## src/pin_irq_pkg.sv

```systemverilog
// Package for the keyboard pin interrupt unit: register map and constants
// How it works
// RULE1 - Each set pin enable bit makes that pin an interrupt source.
// RULE2 - Polarity bit 0 means falling or low; 1 means rising or high.
// RULE3 - One mode bit sets edge-only or edge-and-level for all pins.
// RULE4 - Falling edge is a sample of 1 followed by 0 next cycle.
// RULE5 - Rising edge is a sample of 0 followed by 1 next cycle.
// RULE6 - After an edge, all enabled pins must deassert before re-arming.
// RULE7 - In edge mode a valid edge sets the shared flag.
// RULE8 - Flag and interrupt enable both high raise the request.
// RULE9 - Writing 1 to acknowledge clears the flag; nothing else does.
// RULE10 - In level mode an edge or asserted level sets the flag.
// RULE11 - In level mode acknowledge fails while any enabled pin asserts.
// RULE12 - Polarity bit picks pull-up at 0, pull-down at 1.
// RULE13 - A false flag on first enabling a pin is not suppressed.
// RULE14 - Software masks, sets polarity, pulls, enables, acks, then unmasks.
// RULE15 - Each pin enable bit acts alone without touching the others.
// RULE16 - Flag is read-only; acknowledge bit always reads 0.
// RULE17 - Mode bit 0 is edge-only, 1 is edge-and-level.
// RULE18 - Upper four bits of status/control read as 0.
// RULE19 - Event in the same cycle as acknowledge keeps the flag set.
package pin_irq_pkg;
  localparam logic [7:0] ADDR_STATUS_CONTROL = 8'h00;
  localparam logic [7:0] ADDR_PIN_ENABLE = 8'h04;
  localparam logic [7:0] ADDR_POLARITY = 8'h08;
  localparam logic [7:0] ADDR_PULL_ENABLE = 8'h0c;
  localparam logic [7:0] ADDR_IRQ_STATUS = 8'h10;
  localparam logic [7:0] ADDR_IRQ_ENABLE = 8'h14;
  localparam logic [7:0] ADDR_IRQ_CLEAR = 8'h18;
  localparam int BIT_MODE = 0;
  localparam int BIT_IE = 1;
  localparam int BIT_ACK = 2;
  localparam int BIT_FLAG = 3;
  localparam int EV_FLAG_SET = 0;
  localparam int EV_ACK_REFUSED = 1;
  localparam int NUM_EV = 2;
  localparam logic [1:0] HTRANS_NONSEQ = 2'h2;
  localparam logic [7:0] RST_BYTE = 8'h00;
endpackage

```

## src/pin_irq_unit.sv

```systemverilog
// Keyboard pin interrupt unit with AHB-Lite register slave
module pin_irq_unit
  import pin_irq_pkg::*;
#(
  parameter int NPINS = 8
)(
  input wire logic core_clk,
  input wire logic rst_b,
  input wire logic hsel,
  input wire logic [31:0] haddr,
  input wire logic [1:0] htrans,
  input wire logic hwrite,
  input wire logic [2:0] hsize,
  input wire logic [31:0] hwdata,
  input wire logic hready,
  output logic hreadyout,
  output logic hresp,
  output logic [31:0] hrdata,
  input wire logic [NPINS-1:0] pinIn,
  output logic [NPINS-1:0] pullUpEn,
  output logic [NPINS-1:0] pullDownEn,
  output logic pinIrq,
  output logic sysIrq
);
  // ==========================================
  // State
  typedef struct packed {
    logic [NPINS-1:0] syncA;
    logic [NPINS-1:0] syncB;
    logic [NPINS-1:0] prev;
    logic [NPINS-1:0] pinEnable;
    logic [NPINS-1:0] polarity;
    logic [NPINS-1:0] pullEnable;
    logic mode;
    logic irqEnable;
    logic flag;
    logic armed;
    logic [NUM_EV-1:0] evStatus;
    logic [NUM_EV-1:0] evEnable;
    logic wrPend;
    logic rdPend;
    logic [7:0] addr;
    logic [31:0] rdata;
    logic [NPINS-1:0] pullUpQ;
    logic [NPINS-1:0] pullDnQ;
  } pirq_state_type;

  pirq_state_type st_r;
  pirq_state_type st_nxt;

  function automatic logic [NPINS-1:0] asserted(
    input logic [NPINS-1:0] lvl,
    input logic [NPINS-1:0] pol,
    input logic [NPINS-1:0] en
  );
    // Level equal to polarity bit counts as asserted
    asserted = ~(lvl ^ pol) & en;
  endfunction

  function automatic logic [31:0] byteWord(input logic [7:0] b);
    byteWord = {24'h000000, b};
  endfunction

  logic [NPINS-1:0] curAsserted;
  logic [NPINS-1:0] prevAsserted;
  logic [NPINS-1:0] edgeSeen;
  logic anyAsserted;
  logic detectEvt;
  logic ackWr;
  logic addrPhase;
  logic [7:0] wb;

  // ==========================================
  // Detection and registers
  always_comb
  begin
    st_nxt = st_r;
    wb = hwdata[7:0];
    st_nxt.syncA = pinIn;
    st_nxt.syncB = st_r.syncA;
    st_nxt.prev = st_r.syncB;
    // RULE1 RULE2 per-pin qualify
    curAsserted = asserted(st_r.syncB, st_r.polarity, st_r.pinEnable);
    prevAsserted = asserted(st_r.prev, st_r.polarity, st_r.pinEnable);
    // RULE4 RULE5 two-sample edge
    edgeSeen = curAsserted & ~prevAsserted;
    anyAsserted = |curAsserted;
    // RULE6 re-arm only when idle
    st_nxt.armed = ~anyAsserted;
    // RULE3 RULE17 RULE7 RULE10 mode select
    // RULE13 no masking on enable
    detectEvt = (st_r.armed && (|edgeSeen)) || (st_r.mode && anyAsserted);
    addrPhase = hsel && hready && htrans == HTRANS_NONSEQ;
    ackWr = st_r.wrPend && st_r.addr == ADDR_STATUS_CONTROL && wb[BIT_ACK];
    // RULE9 RULE11 guarded clear
    if (ackWr && !(st_r.mode && anyAsserted))
    begin
      st_nxt.flag = 1'b0;
    end
    // RULE19 set wins over clear
    if (detectEvt)
    begin
      st_nxt.flag = 1'b1;
    end
    if (detectEvt && !st_r.flag)
    begin
      st_nxt.evStatus[EV_FLAG_SET] = 1'b1;
    end
    if (ackWr && st_r.mode && anyAsserted)
    begin
      st_nxt.evStatus[EV_ACK_REFUSED] = 1'b1;
    end
    st_nxt.wrPend = addrPhase && hwrite;
    st_nxt.rdPend = addrPhase && !hwrite;
    if (addrPhase)
    begin
      st_nxt.addr = haddr[7:0];
    end
    if (st_r.wrPend)
    begin
      case (st_r.addr)
        ADDR_STATUS_CONTROL:
        begin
          // RULE16 flag not writable
          st_nxt.mode = wb[BIT_MODE];
          st_nxt.irqEnable = wb[BIT_IE];
        end
        // RULE15 independent enables
        ADDR_PIN_ENABLE: st_nxt.pinEnable = wb[NPINS-1:0];
        ADDR_POLARITY: st_nxt.polarity = wb[NPINS-1:0];
        ADDR_PULL_ENABLE: st_nxt.pullEnable = wb[NPINS-1:0];
        ADDR_IRQ_ENABLE: st_nxt.evEnable = wb[NUM_EV-1:0];
        ADDR_IRQ_CLEAR:
        begin
          // Set in same cycle wins only for a bit that was clear
          st_nxt.evStatus = (st_r.evStatus & ~wb[NUM_EV-1:0])
            | (st_nxt.evStatus & ~st_r.evStatus);
        end
        default: st_nxt.mode = st_nxt.mode;
      endcase
    end
    st_nxt.rdata = 32'h00000000;
    if (addrPhase && !hwrite)
    begin
      case (haddr[7:0])
        // RULE16 RULE18 ack and top read 0
        ADDR_STATUS_CONTROL: st_nxt.rdata = byteWord({4'h0, st_r.flag, 1'b0,
          st_r.irqEnable, st_r.mode});
        ADDR_PIN_ENABLE: st_nxt.rdata = byteWord(st_r.pinEnable);
        ADDR_POLARITY: st_nxt.rdata = byteWord(st_r.polarity);
        ADDR_PULL_ENABLE: st_nxt.rdata = byteWord(st_r.pullEnable);
        ADDR_IRQ_STATUS: st_nxt.rdata = {30'h0, st_r.evStatus};
        ADDR_IRQ_ENABLE: st_nxt.rdata = {30'h0, st_r.evEnable};
        default: st_nxt.rdata = 32'h00000000;
      endcase
    end
    // RULE12 pull direction from polarity
    st_nxt.pullUpQ = st_r.pullEnable & ~st_r.polarity;
    st_nxt.pullDnQ = st_r.pullEnable & st_r.polarity;
  end

  always_ff @(posedge core_clk or negedge rst_b)
  begin
    if (!rst_b)
    begin
      st_r <= '0;
    end
    else
    begin
      st_r <= st_nxt;
    end
  end

  // ==========================================
  // Outputs
  assign hreadyout = 1'b1;
  assign hresp = 1'b0;
  assign hrdata = st_r.rdata;
  assign pullUpEn = st_r.pullUpQ;
  assign pullDownEn = st_r.pullDnQ;
  // RULE8 request gating
  assign pinIrq = st_r.flag & st_r.irqEnable;
  assign sysIrq = |(st_r.evStatus & st_r.evEnable);
endmodule

```

## config.mk

```make
export PLATFORM = sky130hd
export DESIGN_NAME = pin_irq_unit
export DESIGN_NICKNAME = d
export VERILOG_FILES = /design/src/pin_irq_pkg.sv /design/src/pin_irq_unit.sv
export SDC_FILE = /design/constraint.sdc
export NUM_CORES = 1
export LEC_CHECK = 0
export ABC_AREA = 1
export BUFFER_PORTS_ARGS = -buffer_cell sky130_fd_sc_hd__buf_2
export CAP_MARGIN = 5
export CORE_UTILIZATION = 50
export CTS_CLUSTER_DIAMETER = 40
export DETAILED_ROUTE_END_ITERATION = 10
export GPL_TIMING_DRIVEN = 1
export PLACE_DENSITY = 0.86
export REMOVE_ABC_BUFFERS = 1
export SYNTH_ARGS = -nofsm -noshare
export SYNTH_HDL_FRONTEND = slang
export SYNTH_SLANG_ARGS = --single-unit
export TNS_END_PERCENT = 5
```

## constraint.sdc

```tcl
create_clock -name core_clk -period 2 [get_ports core_clk]
set_input_delay 0.2 -clock core_clk [delete_from_list [all_inputs] [get_ports core_clk]]
set_output_delay 0.2 -clock core_clk [all_outputs]
set_load 0.02 [all_outputs]
```

# Yosys cells after proc, flatten, opt, wreduce, memory -nomap -nowiden
# Cells that the tools add are included.
# Widths: inputs -> output; s select.
[classes]
add_sub_neg = 0
n_mul = 0
div_mod_pow = 0
magnitude_cmp = 0
eq_ne = 11
n_shift = 0
n_mux = 9
bitwise = 19
n_reduce_logical = 27
[op_table]
columns = ["op", "n"]
rows = [
  ["$pmux 8 s6", 1],
  ["$and 8x8->8", 5],
  ["$eq 8x4->1 const B", 4],
  ["$eq 8x5->1 const B", 4],
  ["$not 8->8", 4],
  ["$eq 8x3->1 const B", 2],
  ["$logic_not 8->1", 2],
  ["$reduce_or 8->1", 2],
  ["$xor 8x8->8", 2],
  ["$logic_and 1x1->1", 12],
  ["$reduce_and 2->1", 5],
  ["$mux 8", 1],
  ["$and 2x2->2", 3],
  ["$mux 1", 4],
  ["$mux 2", 2],
  ["$mux 4", 1],
  ["$not 2->2", 2],
  ["$logic_not 1->1", 3],
  ["$eq 2x2->1 const B", 1],
  ["$or 2x2->2", 1],
  ["$reduce_bool 2->1", 1],
  ["$reduce_or 2->1", 1],
  ["$and 1x1->1", 1],
  ["$logic_or 1x1->1", 1],
  ["$not 1->1", 1],
]
[totals]
register_bits = 113
latchBits = 0
ram_bits = 0
romBits = 0
in_bits = 82
out_inout_bits = 52
n_memories = 0

# Depth between registers and ports, before layout
# Gate-level depths: netlist of run 1.
[logic_depth]
depth_word = 14
ltp_mapped = 11
depth_no_buf = 11

# Worst setup path after synthesis of run 1
# No wires, ideal clock.
[synth_path]
path_kind = "reg2reg"
from = "reg st_r[53] (netlist bit)"
to = "reg st_r[72] (netlist bit)"
t_arrival_ns = 1.168
path_slack_ns = 0.712
path_stages_with_launch = 8
path_buffers = 1
period_less_slack_ns = 1.288
path_cell_list = "dfrtp_1 > nor2_4 > nand2_1 > nor2_4 > nand4_4 > buf_6 > nand2_1 > o21ai_2"
[synth_between]
elab_chain_len = 2
[synth_lines]
columns = ["element", "line", "text"]
rows = [
  ["start, declared", "pin_irq_unit.sv:48", "pirq_state_type st_r;"],
  ["start signal, assigned", "pin_irq_unit.sv:170", "st_r <= st_nxt;"],
  ["$eq 8x4->1", "pin_irq_unit.sv:121", "case (st_r.addr)"],
  ["$reduce_and 2->1 (no line)", "--", ""],
]
# No other way between the ends.
# A chain may end at the register's enable or synchronous reset.

# Final worst setup path of run 1
[layout_path]
from = "reg st_r[55] (netlist bit)"
to = "reg st_r[67] (netlist bit)"
# The elaborated chain is that of the path after synthesis.

==> results of run 1 <==
[sequential cells by signal (all words and copies together), names as in the netlist]
name,cells
hrdata,8
st_r,49
pullUpEn,8
st_nxt,16
pullDownEn,8
[layout make-up]
type,instances,area (sq um)
fillers,709,3501
flip-flops and latches,89,2227
multi-input cells,261,1416
repair buffers,67,400.4
inverters,84,316.6
clock inverters,7,141.4
well taps,105,131.4
clock buffers,9,123.9
[layer usage]
metal	track usage	up-vias	routed length, um
met5	0	-	0
met1	0.2418	1367	3294
li1	-	1452	-
met2	0.3219	95	4075
met4	0.09848	0	171
met3	0.04509	18	443
[synth_stat cells (all sizes together)]
master	n	area [sq um]
conb	2	7.510
nand4	5	73.82
nor3	7	67.56
clkinv	2	8.750
o221ai	1	15.01
a21oi	15	75.07
o22ai	8	50.05
dfrtp	89	2227
nand2	111	439.2
o211ai	1	7.510
nor4	1	6.260
mux2	4	45.04
inv	82	307.8
o21ai	40	294.0
nor2	28	160.2
nand3	13	77.58
nand3b	1	7.510
buf	54	414.1
[cells in the final DEF (no fill, tap or decap), drive strengths merged]
cell	instances
a21oi	15
buf	58
bufinv	4
clkbuf	9
clkinv	3
clkinvlp	1
conb	26
dfrtp	89
dlygate4sd3	9
inv	83
mux2	4
nand2	111
nand3	13
nand3b	1
nand4	5
nor2	28
nor3	7
nor4	1
o211ai	1
o21ai	40
o221ai	1
o22ai	8
[logic make-up (layout without fill, tap and decap cells)]
kind of cell           count (synthesis)  after routing  synth area share
flip-flops                            89             89            0.5199
AND/OR/NAND/NOR                      166            166            0.1942
multiplexers                           4              4           0.01051
AO/OA/AOI/OAI                         65             65            0.1031
other                                  2             26          0.001753
buffers and inverters                138            167            0.1706
[timing repair]
| action | CTS | global route |
|---|---|---|
| buffers inserted | 0 | 0 |
| hold buffers | 9 | 0 |
| hold endpoints to repair | 47 | 0 |
[per-stage QoR]
step             util  setup slack (ns)  power [mW]  instances
3_3_place_gp   0.5330            0.5328       2.571        597
6_report       0.5761            0.4439       4.168        622
3_5_place_dp   0.5330            0.4739       2.600        597
5_1_grt        0.5761            0.2773       4.344        622
4_1_cts        0.5761            0.4513       4.195        622
2_1_floorplan       -            0.7060       2.415        434
[power by group through the flow]
stage,clock network (mW),logic [mW],registers [mW]
finish,1.59,0.549,2.03
global route,1.67,0.621,2.05
CTS,1.61,0.555,2.03
detailed placement,0,0.537,2.06
global placement,0,0.514,2.06
floorplan,0,0.332,2.08
[critical path, delay by kind of cell (launching register included)]
kind / cells / cell delay [ns]
AO/OA/AOI/OAI: 1 / 0.07
flip-flops: 1 / 0.42
AND/OR/NAND/NOR: 5 / 0.95
[worst paths after layout]
kind | from | endpoint | slack, ns | depth (start not counted)
max in group asynchronous | rst_b | st_r[50] | 1.04 | 3
worst min-delay path | hwrite | st_r[57] | 0.05 | 3
worst max-delay path | st_r[55] | st_r[67] | 0.44 | 6
worst max register to register | st_r[55] | st_r[67] | 0.44 | 6
min in group asynchronous | rst_b | hrdata[7] | 0.35 | 2
worst min register to register | st_nxt[98] | st_nxt[90] | 0.35 | 0
==> flow_metrics.tcl, run 1 <==
set metrics [dict create \
    status "completed" \
    fin_crit_ns 1.556 \
    antennaDiodeCount 0 \
    ys_seq_area_frac 0.5199 \
    final-hold-violation-count 0 \
    start_util 0.5188 \
    critical_path_class "flip-flop to flip-flop" \
    coreArea_sq_um 8258 \
    ir_worst_vdd_mv 0.4521 \
    fp.dieW_um 94.57 \
    io_buffers 56 \
    clkPwrFrac 0.381 \
    nets 594 \
    p_sw_mw 1.097 \
    crit_fanout 16 \
    ios 134 \
    p_sw_frac 0.2631 \
    antenna_found_initial 0 \
    crit_required_ns 2.25 \
    maxCapViolations 0 \
    grt_pass1_wl_um 13210 \
    path_cells "nor2_4 > nand2_1 > nor2_4 > nand4_4 > nand2_1 > o21ai_2" \
    fin_area_sq_um 4757 \
    slew_viol_final 0 \
    synth_area_sq_um 4284 \
    numCtsBuffers 9 \
    timing.hold.ws_ns 0.05016 \
    path_clk_slew_ns 0.09 \
    max_freq_ghz 0.6426 \
    cp-end-kind "flip-flop" \
    ctsResizeCount 0 \
    drt_iter0_drc 179 \
    cp_slowest_cell "dfrtp_1" \
    power_frac_comb 0.132 \
    relSlewSlack 0.6653 \
    die_h_um 94.57 \
    grt_max_degree 51 \
    syn_to_final_growth_pct 11.04 \
    holdCritPathClass "input pin to flip-flop" \
    yosys_warnings 0 \
    setup_violations 0 \
    die_area_sq_um 8943 \
    cts_tree "yes" \
    overflow 0 \
    grt_pass1_vias 2940 \
    cts_root_buf "clkbuf_8" \
    tns_ns 0 \
    drc_errors 0 \
    via_count 2932 \
    cp_slowest_stage_delay_ns 0.42 \
    seq_power_share 0.488 \
    startpoint_type "flip-flop" \
    crit_arrival_ns 1.80 \
    clk_latency_ns 0.37 \
    place.gp.congestion 0.8647 \
    drtAntennaViolNets 0 \
    clkSinkCount 89 \
    firstDrtPassIters 4 \
    grt_usage 0.1955 \
    skew_ns 0.01310 \
    drive_gt1_frac 0.2631 \
    num_rows 33 \
    routed_via_density 4.714 \
    dpl_cell_area_sq_um 4402 \
    power.density_nw_per_um2 876.2 \
    avgSynthCellArea_sq_um 9.233 \
    syn_inst 464 \
    p_leak_nw 2.726 \
    synth_seq_cells 89 \
    rsz0062_at_grt "false" \
    wl_per_cell_um 12.84 \
    worst_slew_pin_slew_ns 0.5020 \
    ys_types 34 \
    wl_um 7984 \
    finalCritPeriodShare 0.7781 \
    htree_num_levels 3 \
    intPower_mw 3.071 \
    post-dp-hpwl_um 5629 \
    clockBufferDepth 2 \
]
No activity file was read; power rests on OpenSTA's default activity.
==> inputs of run 2 (changes only) <==
Settings changed: CORE_UTILIZATION 50 to 46, PLACE_DENSITY 0.86 to 0.84.
Clock period 2 ns to 1.3 ns, I/O delays scaled along.
==> run 2 against run 1 <==
Net effect: the run now ends with setup timing left; total power up 50%; worst hold slack lost 0.014 ns; first-iteration DRC count is 4.5% higher; via count is 7.1% higher; clock power grew 28%; non-clock buffer count increased by 35; register-to-register slack lost 0.52 ns; clock-buffer cell count increased by 3; core utilization up 0.98 points; clock skew down 0.0060 ns; critical path type unchanged; largest cell class unchanged.
==> flow_metrics.tcl, run 2 (synthesized netlist as in run 1, its figures left out) <==
set metrics [dict create \
    largest_register_ffs 49 \
    worst-path-buf-inv 2 \
    fp.dieW_um 98.51 \
    io_buffers 56 \
    die_h_um 98.51 \
    startpoint_type "flip-flop" \
    crit_required_ns 1.55 \
    setup_violations 20 \
    maxCapViolations 0 \
    clkSinkCount 89 \
    fillers 726 \
    ios 134 \
    start_util 0.4842 \
    multi_input_area_sq_um 1541 \
    crit_fanout 8 \
    grt_pass1_vias 3088 \
    holdCritPathClass "input pin to flip-flop" \
    numCtsBuffers 9 \
    path_clk_slew_ns 0.08 \
    grtUsageMet3 0.05532 \
    finalCritPeriodShare 1.058 \
    status "finished with violations" \
    area.sequential_sq_um 2230 \
    tns_ns -1.100 \
    met1_usage 0.2206 \
    grt_util_met2 0.3218 \
    crit_arrival_ns 1.63 \
    ir_worst_vdd_mv 0.6581 \
    routed_via_density 4.766 \
    cp-end-kind "flip-flop" \
    violations "setup timing" \
    wl_um 8910 \
    slew_viol_final 0 \
    antenna_found_initial 0 \
    cts_root_buf "clkbuf_8" \
    cts_tree "yes" \
    place.gp.congestion 0.8450 \
    nets 629 \
    num_rows 34 \
    via_count 3141 \
    power.density_nw_per_um2 1202 \
    clockBufferDepth 2 \
    overflow 0 \
    antennaDiodeCount 0 \
    post-dp-hpwl_um 5776 \
    top_register "st_r" \
    critical_path_class "flip-flop to flip-flop" \
    rsz0062_at_grt "true" \
    drtAntennaViolNets 0 \
    critPathTopFamily "simple AND/OR/NAND/NOR gates" \
    stdcell_count 659 \
    grt_usage 0.1873 \
    drt_iter0_drc 187 \
    path_cells "nor2_4 > nand2_2 > nor2_4 > buf_4 > nand2_4 > buf_12 > nand2_1 > o21ai_2" \
    drive_gt1_frac 0.3721 \
    skew_ns 0.007128 \
    fin_crit_ns 1.376 \
    htree_num_levels 3 \
    grt_pass1_wl_um 13880 \
    die_area_sq_um 9703 \
    p_leak_nw 2.929 \
    clk_latency_ns 0.36 \
    setup_ws_ns -0.07564 \
    busiest_layer "met2" \
    final_cell_mix "dfrtp_1 (87), nand2_1 (85), inv_1 (69)" \
    cp_slowest_cell "dfrtp_1" \
    grt_max_degree 90 \
    firstDrtPassIters 7 \
    syn_to_final_growth_pct 21.00 \
    crit_path_frequent_cell "nor2_4" \
    timing.hold.ws_ns 0.03627 \
    coreArea_sq_um 8848 \
    layout_commonest_cell "dfrtp_1" \
    cp_slowest_stage_delay_ns 0.41 \
    final-hold-violation-count 0 \
    wl_per_cell_um 13.52 \
    max_freq_ghz 0.7269 \
    dp.cells 625 \
    drc_errors 0 \
]
run 2: cell types whose count changed in the layout (fill, tap and decap cells not counted), sizes merged:
cell         delta
inv             -1
buf            +33
clkbuf          +4
dlygate4sd3     +1
bufinv          -2
clkinvlp        -1
run 2: worst paths after layout:
kind	cells past startpoint	slack, ns	startpoint	end
min reg2reg	0	0.35	st_nxt[102]	st_nxt[94]
min	2	0.04	haddr[0]	st_r[48]
max reg2reg	8	-0.08	st_r[52]	st_r[89]
max in group asynchronous	3	0.59	rst_b	st_r[76]
min in group asynchronous	3	0.35	rst_b	pullUpEn[7]
max	8	-0.08	st_r[52]	st_r[89]
run 2: cell type report:
cell class,count,area share
Multi-Input combinational cell,261,0.2974
Sequential cell,89,0.4301
Clock buffer,12,0.02800
Inverter,84,0.06107
Timing Repair Buffer,102,0.1448
Tap cell,108,0.02607
Clock inverter,3,0.01255
run 2: power breakdown:
part           internal [mW]  switching (mW)  leakage (nW)
combinational          0.425           0.653          1.84
clock                   1.12           0.917         0.106
sequential              2.97           0.148         0.982
total                   4.51            1.72          2.93
run 2: metrics by stage:
stage	total power, mW	area (sq um)	setup WS, ns	utilization
after floorplan	3.716	3960	0.005990	-
after global placement	4.058	4631	-0.01531	0.5233
after detailed placement	4.105	4631	-0.08770	0.5233
after CTS	6.178	5015	-0.07509	0.5667
after global routing	6.522	5184	-0.1629	0.5858
final	6.232	5184	-0.07564	0.5858
run 2: worst reg2reg max path, stage by stage (launching register included):
cell	delay, ns
dfrtp_1	0.41
nor2_4	0.13
nand2_2	0.08
nor2_4	0.11
buf_4	0.15
nand2_4	0.08
buf_12	0.16
nand2_1	0.08
o21ai_2	0.06
run 2: repair_timing:
item                                   4_1_cts  5_1_grt
endpoints found under the hold margin       98        0
setup buffers                                3        4
setup endpoints to repair                   16       31
hold buffers                                10        0
gates cloned                                 1        1
resized for setup                            7       39
pin swaps                                    3       10
run 2: metal layers:
metal | vias to the layer above | routed length [um]
met3 | 19 | 528
met5 | - | 0
met2 | 108 | 4487
met4 | 0 | 171
li1 | 1524 | -
met1 | 1490 | 3722
